**src/hw/ipi_pkg.sv**
```systemverilog
// Purpose: constants and types for the input pattern interrupt block
// Assumes: one 100 MHz clock, synchronous active-high reset
// Notes: register map, field positions and reset values live here
package ipi_pkg;

    localparam int NSLOT = 4;
    localparam int NTHR = 4;
    localparam int NIN = 32;
    localparam int NIN_REDUCED = 16;
    localparam int AW = 8;
    localparam int DW = 32;

    // per-slot registers at slot * SLOT_STRIDE + field offset, from address 0
    localparam logic [7:0] SLOT_STRIDE = 8'h10;
    localparam logic [7:0] OFS_CFG = 8'h00;
    localparam logic [7:0] OFS_SEL = 8'h04;
    localparam logic [7:0] OFS_POL = 8'h08;
    localparam logic [7:0] ADDR_CTRL = 8'h40;
    localparam logic [7:0] ADDR_STATUS = 8'h44;
    localparam logic [7:0] ADDR_CLEAR = 8'h48;
    localparam logic [7:0] ADDR_ENABLE = 8'h4c;
    localparam logic [7:0] ADDR_STATE = 8'h50;

    // config, control and state word fields
    localparam int CFG_THREAD_LSB = 0;
    localparam int CFG_COMBINE_BIT = 4;
    localparam int CTRL_REDUCED_BIT = 0;
    localparam int STATE_BUSY_LSB = 4;
    localparam int STATE_HIT_LSB = 8;

    localparam logic [2:0] THREAD_OFF = 3'h7;
    localparam logic COMBINE_AND = 1'b0;
    localparam logic COMBINE_OR = 1'b1;
    localparam logic [NIN-1:0] SEL_RST = 32'h0000_0000;
    localparam logic [NIN-1:0] POL_RST = 32'h0000_0000;
    localparam logic [NSLOT-1:0] ARMED_RST = 4'hf;
    localparam logic [NIN-1:0] REDUCED_MASK = 32'h0000_ffff;

    typedef struct packed {
        logic combine;
        logic [2:0] thread;
        logic [NIN-1:0] sel;
        logic [NIN-1:0] pol;
    } ipi_slot_cfg_t;

    localparam ipi_slot_cfg_t SLOT_CFG_RST = '{combine: COMBINE_AND, thread: THREAD_OFF, sel: SEL_RST, pol: POL_RST};

    typedef struct packed {
        logic [AW-1:0] addr;
        logic [DW-1:0] wdata;
        logic wr;
        logic rd;
    } ipi_bus_req_t;

endpackage

```
**src/hw/ipi_sync.sv**
```systemverilog
// Purpose: three-stage input synchroniser with agreement filter
// Assumes: inputs asynchronous to clk_sys
// Notes: a change is taken once stages two and three agree
`timescale 1ns/1ps
`default_nettype none
module ipi_sync #(
    parameter int W = 32
) (
    input wire logic clk_sys,
    input wire logic sys_rst,
    input wire logic [W-1:0] pin_in,
    output logic [W-1:0] level_q
);

    logic [W-1:0] s1_q;
    logic [W-1:0] s2_q;
    logic [W-1:0] s3_q;

    genvar i;
    generate
        for (i = 0; i < W; i++) begin : g_bit
            // stage one feeds stage two only
            always_ff @(posedge clk_sys) begin
                if (sys_rst) begin
                    s1_q[i] <= 1'b0;
                    s2_q[i] <= 1'b0;
                    s3_q[i] <= 1'b0;
                    level_q[i] <= 1'b0;
                end else begin
                    s1_q[i] <= pin_in[i];
                    s2_q[i] <= s1_q[i];
                    s3_q[i] <= s2_q[i];
                    if (s2_q[i] == s3_q[i]) begin
                        level_q[i] <= s3_q[i];
                    end
                end
            end
        end
    endgenerate

endmodule
`default_nettype wire

```
**src/hw/ipi_top.sv**
```systemverilog
// Purpose: input pattern interrupt controller, four slots onto four threads
// Assumes: thread status inputs come from logic on clk_sys; input pins are asynchronous
// Notes: registers reached over a plain strobe port, read data one cycle later
`timescale 1ns/1ps
`default_nettype none
module ipi_top (
    input wire logic clk_sys,
    input wire logic sys_rst,
    input wire logic [ipi_pkg::AW-1:0] reg_addr,
    input wire logic [ipi_pkg::DW-1:0] reg_wdata,
    input wire logic reg_wr,
    input wire logic reg_rd,
    output logic [ipi_pkg::DW-1:0] reg_rdata,
    input wire logic [ipi_pkg::NIN-1:0] din,
    input wire logic program_running,
    input wire logic [ipi_pkg::NTHR-1:0] thread_running,
    input wire logic [ipi_pkg::NTHR-1:0] trip_pending,
    input wire logic interrupt_return,
    input wire logic [1:0] interrupt_return_thread,
    input wire logic [ipi_pkg::NTHR-1:0] call_stack_clear,
    output logic [ipi_pkg::NTHR-1:0] input_service_routine,
    output logic [2*ipi_pkg::NTHR-1:0] service_slot,
    output logic [ipi_pkg::NTHR-1:0] thread_hold,
    output logic [ipi_pkg::NTHR-1:0] trip_clear,
    output logic [ipi_pkg::NTHR-1:0] trip_restore,
    output logic irq
);

    ////////////////////////////////////////////////////////////////////////////
    // declarations

    ipi_pkg::ipi_bus_req_t req;
    ipi_pkg::ipi_slot_cfg_t cfg_q [ipi_pkg::NSLOT];
    logic [ipi_pkg::NIN-1:0] din_lvl;
    logic reduced_q;
    logic [ipi_pkg::NSLOT-1:0] armed_q;
    logic [ipi_pkg::NSLOT-1:0] hit_q;
    logic [ipi_pkg::NSLOT-1:0] cond;
    logic [ipi_pkg::NSLOT-1:0] slot_on;
    logic [ipi_pkg::NSLOT-1:0] cfg_wr;
    logic [ipi_pkg::NSLOT-1:0] fire_d;
    logic [ipi_pkg::NSLOT-1:0] drop_d;
    logic [ipi_pkg::NSLOT-1:0] rearm_d;
    logic [ipi_pkg::NTHR-1:0] claim_d;
    logic [ipi_pkg::NTHR-1:0] busy_q;
    logic [ipi_pkg::NTHR-1:0] saved_trip_q;
    logic [1:0] busy_slot_q [ipi_pkg::NTHR];
    logic [ipi_pkg::NTHR-1:0] ret_d;
    logic [ipi_pkg::NTHR-1:0] abandon_d;
    logic [ipi_pkg::NSLOT-1:0] status_q;
    logic [ipi_pkg::NSLOT-1:0] enable_q;
    logic [ipi_pkg::NSLOT-1:0] clear_d;
    logic [ipi_pkg::NIN-1:0] usable;
    logic [ipi_pkg::DW-1:0] rdata_d;
    logic [ipi_pkg::NTHR-1:0] isr_q;
    logic [ipi_pkg::NTHR-1:0] tclr_q;
    logic [ipi_pkg::NTHR-1:0] trst_q;
    logic [2*ipi_pkg::NTHR-1:0] sslot_q;
    logic irq_q;
    logic [ipi_pkg::DW-1:0] rdata_q;

    assign req.addr = reg_addr;
    assign req.wdata = reg_wdata;
    assign req.wr = reg_wr;
    assign req.rd = reg_rd;

    ////////////////////////////////////////////////////////////////////////////
    // input pins

    ipi_sync #(
        .W(ipi_pkg::NIN)
    ) u_sync (
        .clk_sys(clk_sys),
        .sys_rst(sys_rst),
        .pin_in(din),
        .level_q(din_lvl)
    );

    // upper inputs cannot be selected on the reduced variant
    assign usable = reduced_q ? ipi_pkg::REDUCED_MASK : '1;

    ////////////////////////////////////////////////////////////////////////////
    // per-slot configuration and pattern evaluation

    genvar s;
    generate
        for (s = 0; s < ipi_pkg::NSLOT; s++) begin : g_slot
            logic [ipi_pkg::NIN-1:0] sel_eff;
            logic [ipi_pkg::NIN-1:0] match;

            assign cfg_wr[s] = req.wr && (req.addr == 8'(s * ipi_pkg::SLOT_STRIDE) + ipi_pkg::OFS_CFG);

            always_ff @(posedge clk_sys) begin
                if (sys_rst) begin
                    cfg_q[s] <= ipi_pkg::SLOT_CFG_RST;
                end else if (req.wr) begin
                    if (cfg_wr[s]) begin
                        cfg_q[s].thread <= req.wdata[ipi_pkg::CFG_THREAD_LSB +: 3];
                        cfg_q[s].combine <= req.wdata[ipi_pkg::CFG_COMBINE_BIT];
                    end
                    if (req.addr == 8'(s * ipi_pkg::SLOT_STRIDE) + ipi_pkg::OFS_SEL) begin
                        cfg_q[s].sel <= req.wdata;
                    end
                    if (req.addr == 8'(s * ipi_pkg::SLOT_STRIDE) + ipi_pkg::OFS_POL) begin
                        cfg_q[s].pol <= req.wdata;
                    end
                end
            end

            // thread values 4..7 (including -1) switch the slot off
            assign slot_on[s] = (cfg_q[s].thread[2] == 1'b0);

            assign sel_eff = cfg_q[s].sel & usable;
            assign match = ~(din_lvl ^ cfg_q[s].pol) & sel_eff;

            // an empty selection never fires, even under AND
            always_comb begin
                if (sel_eff == '0) begin
                    cond[s] = 1'b0;
                end else if (cfg_q[s].combine == ipi_pkg::COMBINE_OR) begin
                    cond[s] = |match;
                end else begin
                    cond[s] = (match == sel_eff);
                end
            end

            // latched hit survives a condition that lasts one cycle
            always_ff @(posedge clk_sys) begin
                if (sys_rst) begin
                    hit_q[s] <= 1'b0;
                end else if (cfg_wr[s] || fire_d[s] || drop_d[s]) begin
                    hit_q[s] <= 1'b0;
                end else if (armed_q[s] && slot_on[s] && cond[s] && program_running) begin
                    hit_q[s] <= 1'b1;
                end
            end

            // armed clears on firing; a return or a write of the slot's config word re-arms
            always_ff @(posedge clk_sys) begin
                if (sys_rst) begin
                    armed_q[s] <= ipi_pkg::ARMED_RST[s];
                end else if (fire_d[s]) begin
                    armed_q[s] <= 1'b0;
                end else if (rearm_d[s] || cfg_wr[s]) begin
                    armed_q[s] <= 1'b1;
                end
            end
        end
    endgenerate

    ////////////////////////////////////////////////////////////////////////////
    // dispatch: lowest slot wins a thread, others wait for it to free up
    // a hit refused for a stopped thread is dropped, not retried;
    // the slot stays armed, so a lasting condition fires once the thread runs

    always_comb begin
        fire_d = '0;
        drop_d = '0;
        claim_d = '0;
        for (int i = 0; i < ipi_pkg::NSLOT; i++) begin
            if (hit_q[i]) begin
                if (!program_running || !slot_on[i] || !thread_running[cfg_q[i].thread[1:0]]) begin
                    drop_d[i] = 1'b1;
                end else if (!busy_q[cfg_q[i].thread[1:0]] && !claim_d[cfg_q[i].thread[1:0]]) begin
                    fire_d[i] = 1'b1;
                    claim_d[cfg_q[i].thread[1:0]] = 1'b1;
                end
            end
        end
    end

    ////////////////////////////////////////////////////////////////////////////
    // return and stack clear decoding
    // the thread code is only looked at beside the return pulse

    always_comb begin
        ret_d = '0;
        abandon_d = '0;
        rearm_d = '0;
        for (int t = 0; t < ipi_pkg::NTHR; t++) begin
            // a stack clear abandons the context and leaves the slot disarmed
            abandon_d[t] = call_stack_clear[t] && busy_q[t];
            if (interrupt_return && (interrupt_return_thread == 2'(t)) && busy_q[t] && !call_stack_clear[t]) begin
                ret_d[t] = 1'b1;
                rearm_d[busy_slot_q[t]] = 1'b1;
            end
        end
    end

    ////////////////////////////////////////////////////////////////////////////
    // per-thread service state

    always_ff @(posedge clk_sys) begin
        if (sys_rst) begin
            busy_q <= '0;
            saved_trip_q <= '0;
            for (int t = 0; t < ipi_pkg::NTHR; t++) begin
                busy_slot_q[t] <= 2'h0;
            end
        end else begin
            for (int t = 0; t < ipi_pkg::NTHR; t++) begin
                if (ret_d[t] || abandon_d[t]) begin
                    busy_q[t] <= 1'b0;
                    saved_trip_q[t] <= 1'b0;
                end else if (claim_d[t]) begin
                    busy_q[t] <= 1'b1;
                    saved_trip_q[t] <= trip_pending[t];
                    for (int i = 0; i < ipi_pkg::NSLOT; i++) begin
                        if (fire_d[i] && (cfg_q[i].thread[1:0] == 2'(t))) begin
                            busy_slot_q[t] <= 2'(i);
                        end
                    end
                end
            end
        end
    end

    // thread-facing strobes, all registered
    always_ff @(posedge clk_sys) begin
        if (sys_rst) begin
            isr_q <= '0;
            tclr_q <= '0;
            trst_q <= '0;
        end else begin
            isr_q <= claim_d;
            tclr_q <= claim_d & trip_pending;
            trst_q <= ret_d & saved_trip_q;
        end
    end

    always_comb begin
        for (int t = 0; t < ipi_pkg::NTHR; t++) begin
            sslot_q[2*t +: 2] = busy_slot_q[t];
        end
    end

    ////////////////////////////////////////////////////////////////////////////
    // interrupt status, enable and output

    always_ff @(posedge clk_sys) begin
        if (sys_rst) begin
            status_q <= '0;
        end else begin
            // a new firing wins over a clear in the same cycle
            status_q <= (status_q & ~clear_d) | fire_d;
        end
    end

    assign clear_d = (req.wr && req.addr == ipi_pkg::ADDR_CLEAR) ? req.wdata[ipi_pkg::NSLOT-1:0] : '0;

    always_ff @(posedge clk_sys) begin
        if (sys_rst) begin
            enable_q <= '0;
            reduced_q <= 1'b0;
        end else if (req.wr) begin
            if (req.addr == ipi_pkg::ADDR_ENABLE) begin
                enable_q <= req.wdata[ipi_pkg::NSLOT-1:0];
            end
            if (req.addr == ipi_pkg::ADDR_CTRL) begin
                reduced_q <= req.wdata[ipi_pkg::CTRL_REDUCED_BIT];
            end
        end
    end

    always_ff @(posedge clk_sys) begin
        if (sys_rst) begin
            irq_q <= 1'b0;
        end else begin
            // one cycle behind status to keep the output registered
            irq_q <= |(status_q & enable_q);
        end
    end

    ////////////////////////////////////////////////////////////////////////////
    // register read

    always_comb begin
        rdata_d = '0;
        for (int i = 0; i < ipi_pkg::NSLOT; i++) begin
            if (req.addr == 8'(i * ipi_pkg::SLOT_STRIDE) + ipi_pkg::OFS_CFG) begin
                rdata_d[ipi_pkg::CFG_THREAD_LSB +: 3] = cfg_q[i].thread;
                rdata_d[ipi_pkg::CFG_COMBINE_BIT] = cfg_q[i].combine;
            end
            if (req.addr == 8'(i * ipi_pkg::SLOT_STRIDE) + ipi_pkg::OFS_SEL) begin
                rdata_d = cfg_q[i].sel;
            end
            if (req.addr == 8'(i * ipi_pkg::SLOT_STRIDE) + ipi_pkg::OFS_POL) begin
                rdata_d = cfg_q[i].pol;
            end
        end
        case (req.addr)
            ipi_pkg::ADDR_CTRL: begin
                rdata_d[ipi_pkg::CTRL_REDUCED_BIT] = reduced_q;
            end
            ipi_pkg::ADDR_STATUS: begin
                rdata_d[ipi_pkg::NSLOT-1:0] = status_q;
            end
            ipi_pkg::ADDR_ENABLE: begin
                rdata_d[ipi_pkg::NSLOT-1:0] = enable_q;
            end
            ipi_pkg::ADDR_STATE: begin
                rdata_d[ipi_pkg::NSLOT-1:0] = armed_q;
                rdata_d[ipi_pkg::STATE_BUSY_LSB +: ipi_pkg::NTHR] = busy_q;
                rdata_d[ipi_pkg::STATE_HIT_LSB +: ipi_pkg::NSLOT] = hit_q;
            end
            default: begin
            end
        endcase
    end

    // data stand only in the cycle after the read strobe
    always_ff @(posedge clk_sys) begin
        if (sys_rst) begin
            rdata_q <= '0;
        end else if (req.rd) begin
            rdata_q <= rdata_d;
        end else begin
            rdata_q <= '0;
        end
    end

    ////////////////////////////////////////////////////////////////////////////
    // outputs

    assign reg_rdata = rdata_q;
    assign input_service_routine = isr_q;
    assign trip_clear = tclr_q;
    assign trip_restore = trst_q;
    assign thread_hold = busy_q;
    assign irq = irq_q;

    always_ff @(posedge clk_sys) begin
        if (sys_rst) begin
            service_slot <= '0;
        end else begin
            service_slot <= sslot_q;
        end
    end

endmodule
`default_nettype wire

```
**config.mk**
```make
export PLATFORM = sky130hd
export DESIGN_NAME = ipi_top
export DESIGN_NICKNAME = d
export VERILOG_FILES = /design/src/hw/ipi_pkg.sv /design/src/hw/ipi_sync.sv /design/src/hw/ipi_top.sv
export SDC_FILE = /design/constraint.sdc
export NUM_CORES = 1
export LEC_CHECK = 0
export BUFFER_PORTS_ARGS = -buffer_cell sky130_fd_sc_hd__buf_2
export CAP_MARGIN = 20
export CORE_MARGIN = 2
export CORE_UTILIZATION = 60
export DETAILED_ROUTE_END_ITERATION = 10
export MAX_ROUTING_LAYER = met4
export PLACE_DENSITY_LB_ADDON = 0.1
export SYNTH_ARGS = -nofsm -noshare
export SYNTH_HDL_FRONTEND = slang
export SYNTH_SLANG_ARGS = --single-unit
```
**constraint.sdc**
```tcl
create_clock -name clk_sys -period 3.6 [get_ports clk_sys]
set_clock_uncertainty 0.05 [all_clocks]
set_input_delay 0.18 -clock clk_sys [delete_from_list [all_inputs] [get_ports clk_sys]]
set_output_delay 0.18 -clock clk_sys [all_outputs]
set_load 0.01 [all_outputs]
```
After elaboration in Yosys (flattened, before gate mapping):

Memories as Yosys holds them, arrays and structs flattened.
Index checks and enable logic that the tools add are counted.

* $lt $le $gt $ge: 16
* muxes and demuxes: 279
* bitwise operators: 65
* equal/unequal tests: 67
* reductions and logical operators: 132

Operators with widths (number)
* two-way mux 32 bit: 17
* AND 32 bit: 8
* two-way mux 1 bit: 198
* == test 32 bit: 4
* zero test 32 bit: 4
* inverter 32 bit: 4
* OR reduction 32 bit: 4
* XOR 32 bit: 4
* two-way mux 4 bit: 17
* logical AND 1 bit: 61
* == test 8 x 6 -> 1 bit, second input constant: 6
* == test 8 x 7 -> 1 bit, second input constant: 5
* == test 1 bit: 32
* two-way mux 2 bit: 16
* bitwise OR 1 bit: 32
* bitwise OR 4 bit: 7
* binary-select mux 1 bit (select 2 bit): 12
* == test 8 x 5 -> 1 bit, second input constant: 3
* logical OR 1 bit: 24
* less-than comparator 2 x 3 -> 1 bit, second input constant: 8
* two-way mux 3 bit: 8
* == test 2 bit, second input constant: 10
* OR reduction 2 bit: 9
* zero test 1 bit: 17
* other kinds (16): 49

* bits of input ports: 92
* memory bits (writable): 280
* output and inout bits: 57
* memories: 2
* flip-flop bits (word level): 206
* word-level logic and storage cells: 714

Memories
* cfg_q: words 4, width 68, rd ports 4, clocked after memory_dff 0, wr ports 4, RTL line ipi_top.sv:33 `ipi_pkg::ipi_slot_cfg_t cfg_q [ipi_pkg::NSLOT];`
* busy_slot_q: words 4, width 2, rd ports 4, clocked after memory_dff 0, wr ports 4, RTL line ipi_top.sv:47 `logic [1:0] busy_slot_q [ipi_pkg::NTHR];`

Depth between registers and ports, before layout:

An unclocked memory read counts as a cell.

* word-level depth: 37
* gate-level depth with buffers: 10
* gate-level depth less buffers: 7

Modules after synthesis:

From an unflattened synthesis, not the netlist that was laid out.

* cells, all modules: 2139
* area, all modules: 22507.8 µm²

By module, submodules not included
* ipi_top: cells each 1805, times used 1, area an instance 18813.0 µm², sequential area each 9969.6 µm²
* ipi_sync: cells each 334, times used 1, area an instance 3694.8 µm², sequential area each 2562.5 µm²

Worst setup path before layout:

OpenSTA, ideal clock, no wires.

* kind: input-to-reg
* from: input reg_addr[5] (netlist bit)
* to: memory cfg_q[0][32] (netlist bit), enable pin
* buffers on the path: 5
* stages on the path: 8
* data arrival time: 2394 ps
* required time: 3162 ps
* slack: 768 ps
* setup time: 388 ps
* cell sequence: buf_2 -> or4_1 -> clkbuf_1 -> nor2_1 -> buf_2 -> buf_2 -> clkbuf_1 -> a21o_1

RTL lines
* from (decl): RTL line ipi_top.sv:9 `input wire logic [ipi_pkg::AW-1:0] reg_addr,`
* to (decl): RTL line ipi_top.sv:33

==> reports/metrics.yaml <==
min_path:
  hold_path_class: "in -> reg"
synth:
  ys_seq_area_frac: 0.555
  synth_fp_nets: 2228
  async_flop_share: 0
  ys_warn_count: 0
  postSynthCellCount: 2136
  syn_area_um2: 22600
  syn_avg_cell_area_um2: 10.6
  synth_cell_types: 82
  synth_edf_count: 280
  ys_ff_latch: 486
  synth-main-ff-cell: "edfxtp_1"
timing:
  rsz0062_at_grt: "false"
  setup_ws_ps: 671
  fin_crit_sh: 0.814
  holdWs_ps: 27.8
  max_slew.worst_pin.slew_ps: 1080
  slew_headroom: 0.277
  drv_slew: 0
  fmax_mhz: 341
  layout_min_cycle_time_ps: 2930
  finalSetupTns_ps: 0
  finalSetupViolCount: 0
  hold_viol: 0
status:
  status: "finished clean"
setup_path:
  crit_buf_inv: 0
  cp_slowest_stage_delay_ps: 760
  r2r_slack_ps: 670
  cp-start-kind: "flip-flop"
  critPathCaptureType: "flip-flop"
  required_ps: 4080
  slowest_stage: "nor4bb_1"
  crit_type: "reg -> reg"
  crit_path_max_fanout: 6
  crit_chain: "nor4bb_1 -> o2bb2ai_1 -> nand3_1 -> nor3b_1 -> o21ai_0 -> nand2_1 -> a21oi_2"
  cp_top_family: "simple AND/OR/NAND/NOR gates"
  cp.arrival_ps: 3410
die:
  io_pins: 149
  rows: 71
  core_area_um2: 37300
  die_x_um: 198
  initial_core_util: 0.605
  die_area_um2: 39200
  die_h_um: 198
grt:
  grt_pass1_wl_mm: 116
  gr-total-overflow: 0
  grt_pass1_vias: 18100
  grt_max_degree: 172
  grtUsageTotal: 0.417
  grt_antenna_before_repair: 1
detailed_routing:
  drt-wirelength-per-cell_um: 28.1
  antenna_left: 0
  vias: 18700
  wirelength_mm: 79.1
  post_drt_via_cell_ratio: 6.66
  drtPass1Iterations: 9
  drt-initial-drc-count: 2206
  drc: 0
finish:
  drive_above_1_share: 0.131
  fin_nets: 2388
  multi_input_area_um2: 8900
  final_cell_mix: "edfxtp_1, dfxtp_1, and3_1, buf_2, inv_1"
  nFillCells: 2718
  final_common_cell: "edfxtp_1"
  synthToLayoutAreaGrowth_pct: 15.7
  regArea_um2: 12500
  final_cell_area_um2: 26100
  utilization: 0.700
place:
  port_buffers: 148
  dp_slack_ps: 824
  hpwl_mm: 56.1
  place_area_um2: 23600
  gp_congestion: 1.04
power:
  leakage_uw: 0.0107
  ir_drop_v: 0.000485
  power_density_nw_per_um2: 475
clocking:
  clk_pin_slew_ps: 60
  numCtsBuffers: 50
  clock_path_buffers: 3
  insertion_delay_ps: 620
  cts_sinks: 486
  post_cts.resized_instances: 0
  root_buffer: "clkbuf_16"
  cts_max_level: 2
  cts_tree: "built"
flow_run:
  drv_cap: 0
[through the flow]
step	std cells	power, µW
2_1_floorplan	2136	6770
3_3_place_gp	2640	7160
3_5_place_dp	2640	7170
4_1_cts	2811	12400
5_1_grt	2813	12700
6_report	2813	12400
[worst paths after layout]
| check | from | end | cells past startpoint |
|---|---|---|---|
| max | cfg_q[0][65] | hit_q[1] | 7 |
| min | reg_wdata[7] | cfg_q[2][7] | 2 |
| max reg2reg | cfg_q[0][65] | hit_q[1] | 7 |
| min reg2reg | u_sync.s1_q[28] | u_sync.s2_q[28] | 1 |
[per-layer routing]
layer	GRT usage	routed length [µm]
met1	0.487	28000
met2	0.664	37200
met3	0.0741	7420
met4	0.277	6490
met5	-	0
[power by group]
group | switching, µW | internal, µW | leakage (µW)
clock network | 2260 | 2980 | 0.000836
registers | 251 | 6090 | 0.00435
logic | 514 | 312 | 0.00556
total | 3020 | 9380 | 0.0107
[final cells by class]
| type | instances | area share |
|---|---|---|
| flip-flops and latches | 486 | 0.480 |
| multi-input cells | 1351 | 0.341 |
| repair buffers | 267 | 0.0724 |
| clock buffers | 74 | 0.0577 |
| well taps | 474 | 0.0227 |
| inverters | 140 | 0.0201 |
| clock inverters | 20 | 0.00594 |
| diodes | 1 | 0.0000959 |
[state kept, by name (all words and copies together), names as in the netlist, 8 cells and up]
register / cells
u_sync.level_q: 32
reg_rdata: 32
cfg_q: 272
u_sync.s2_q: 32
u_sync.s3_q: 32
busy_slot_q: 8
u_sync.s1_q: 32
service_slot: 8
[worst reg2reg max path: cells and delay by family (launching register included)]
| family | cells | cell delay (ps) |
|---|---|---|
| AOI/OAI and AO/OA | 3 | 850 |
| and+or+nand+nor | 4 | 1450 |
| DFF | 1 | 510 |
[cell families (layout without fill, tap and decap cells)]
| group | Yosys count | after routing | share of synthesized area |
|---|---|---|---|
| other | 0 | 1 | 0 |
| muxes | 17 | 17 | 0.00987 |
| buffers and inverters | 299 | 501 | 0.0526 |
| and+or+nand+nor | 734 | 734 | 0.187 |
| xor gates and xnor gates | 129 | 129 | 0.0516 |
| AOI/OAI and AO/OA | 471 | 471 | 0.144 |
| DFF | 486 | 486 | 0.555 |
[what timing repair did]
item | 4_1_cts | 5_1_grt
hold buffers | 77 | 0
buffers inserted | 0 | 0
endpoints found under the setup margin | 0 | 0
hold endpoints to repair | 251 | 0
[synth_stat cells, drive strengths merged (39+ instances only)]
cell type | instances | area (µm²)
nor2 | 81 | 304
nor2b | 110 | 688
nor4 | 51 | 334
a21oi | 96 | 484
dfxtp | 206 | 4120
a22oi | 64 | 480
xor2 | 89 | 798
a222oi | 39 | 390
nand3 | 43 | 215
nand2 | 86 | 323
o21ai | 81 | 405
inv | 137 | 514
and3 | 203 | 1270
edfxtp | 280 | 8410
xnor2 | 40 | 365
o22ai | 51 | 319
clkbuf | 126 | 473
Note: power is estimated with default switching activity, not from simulation.
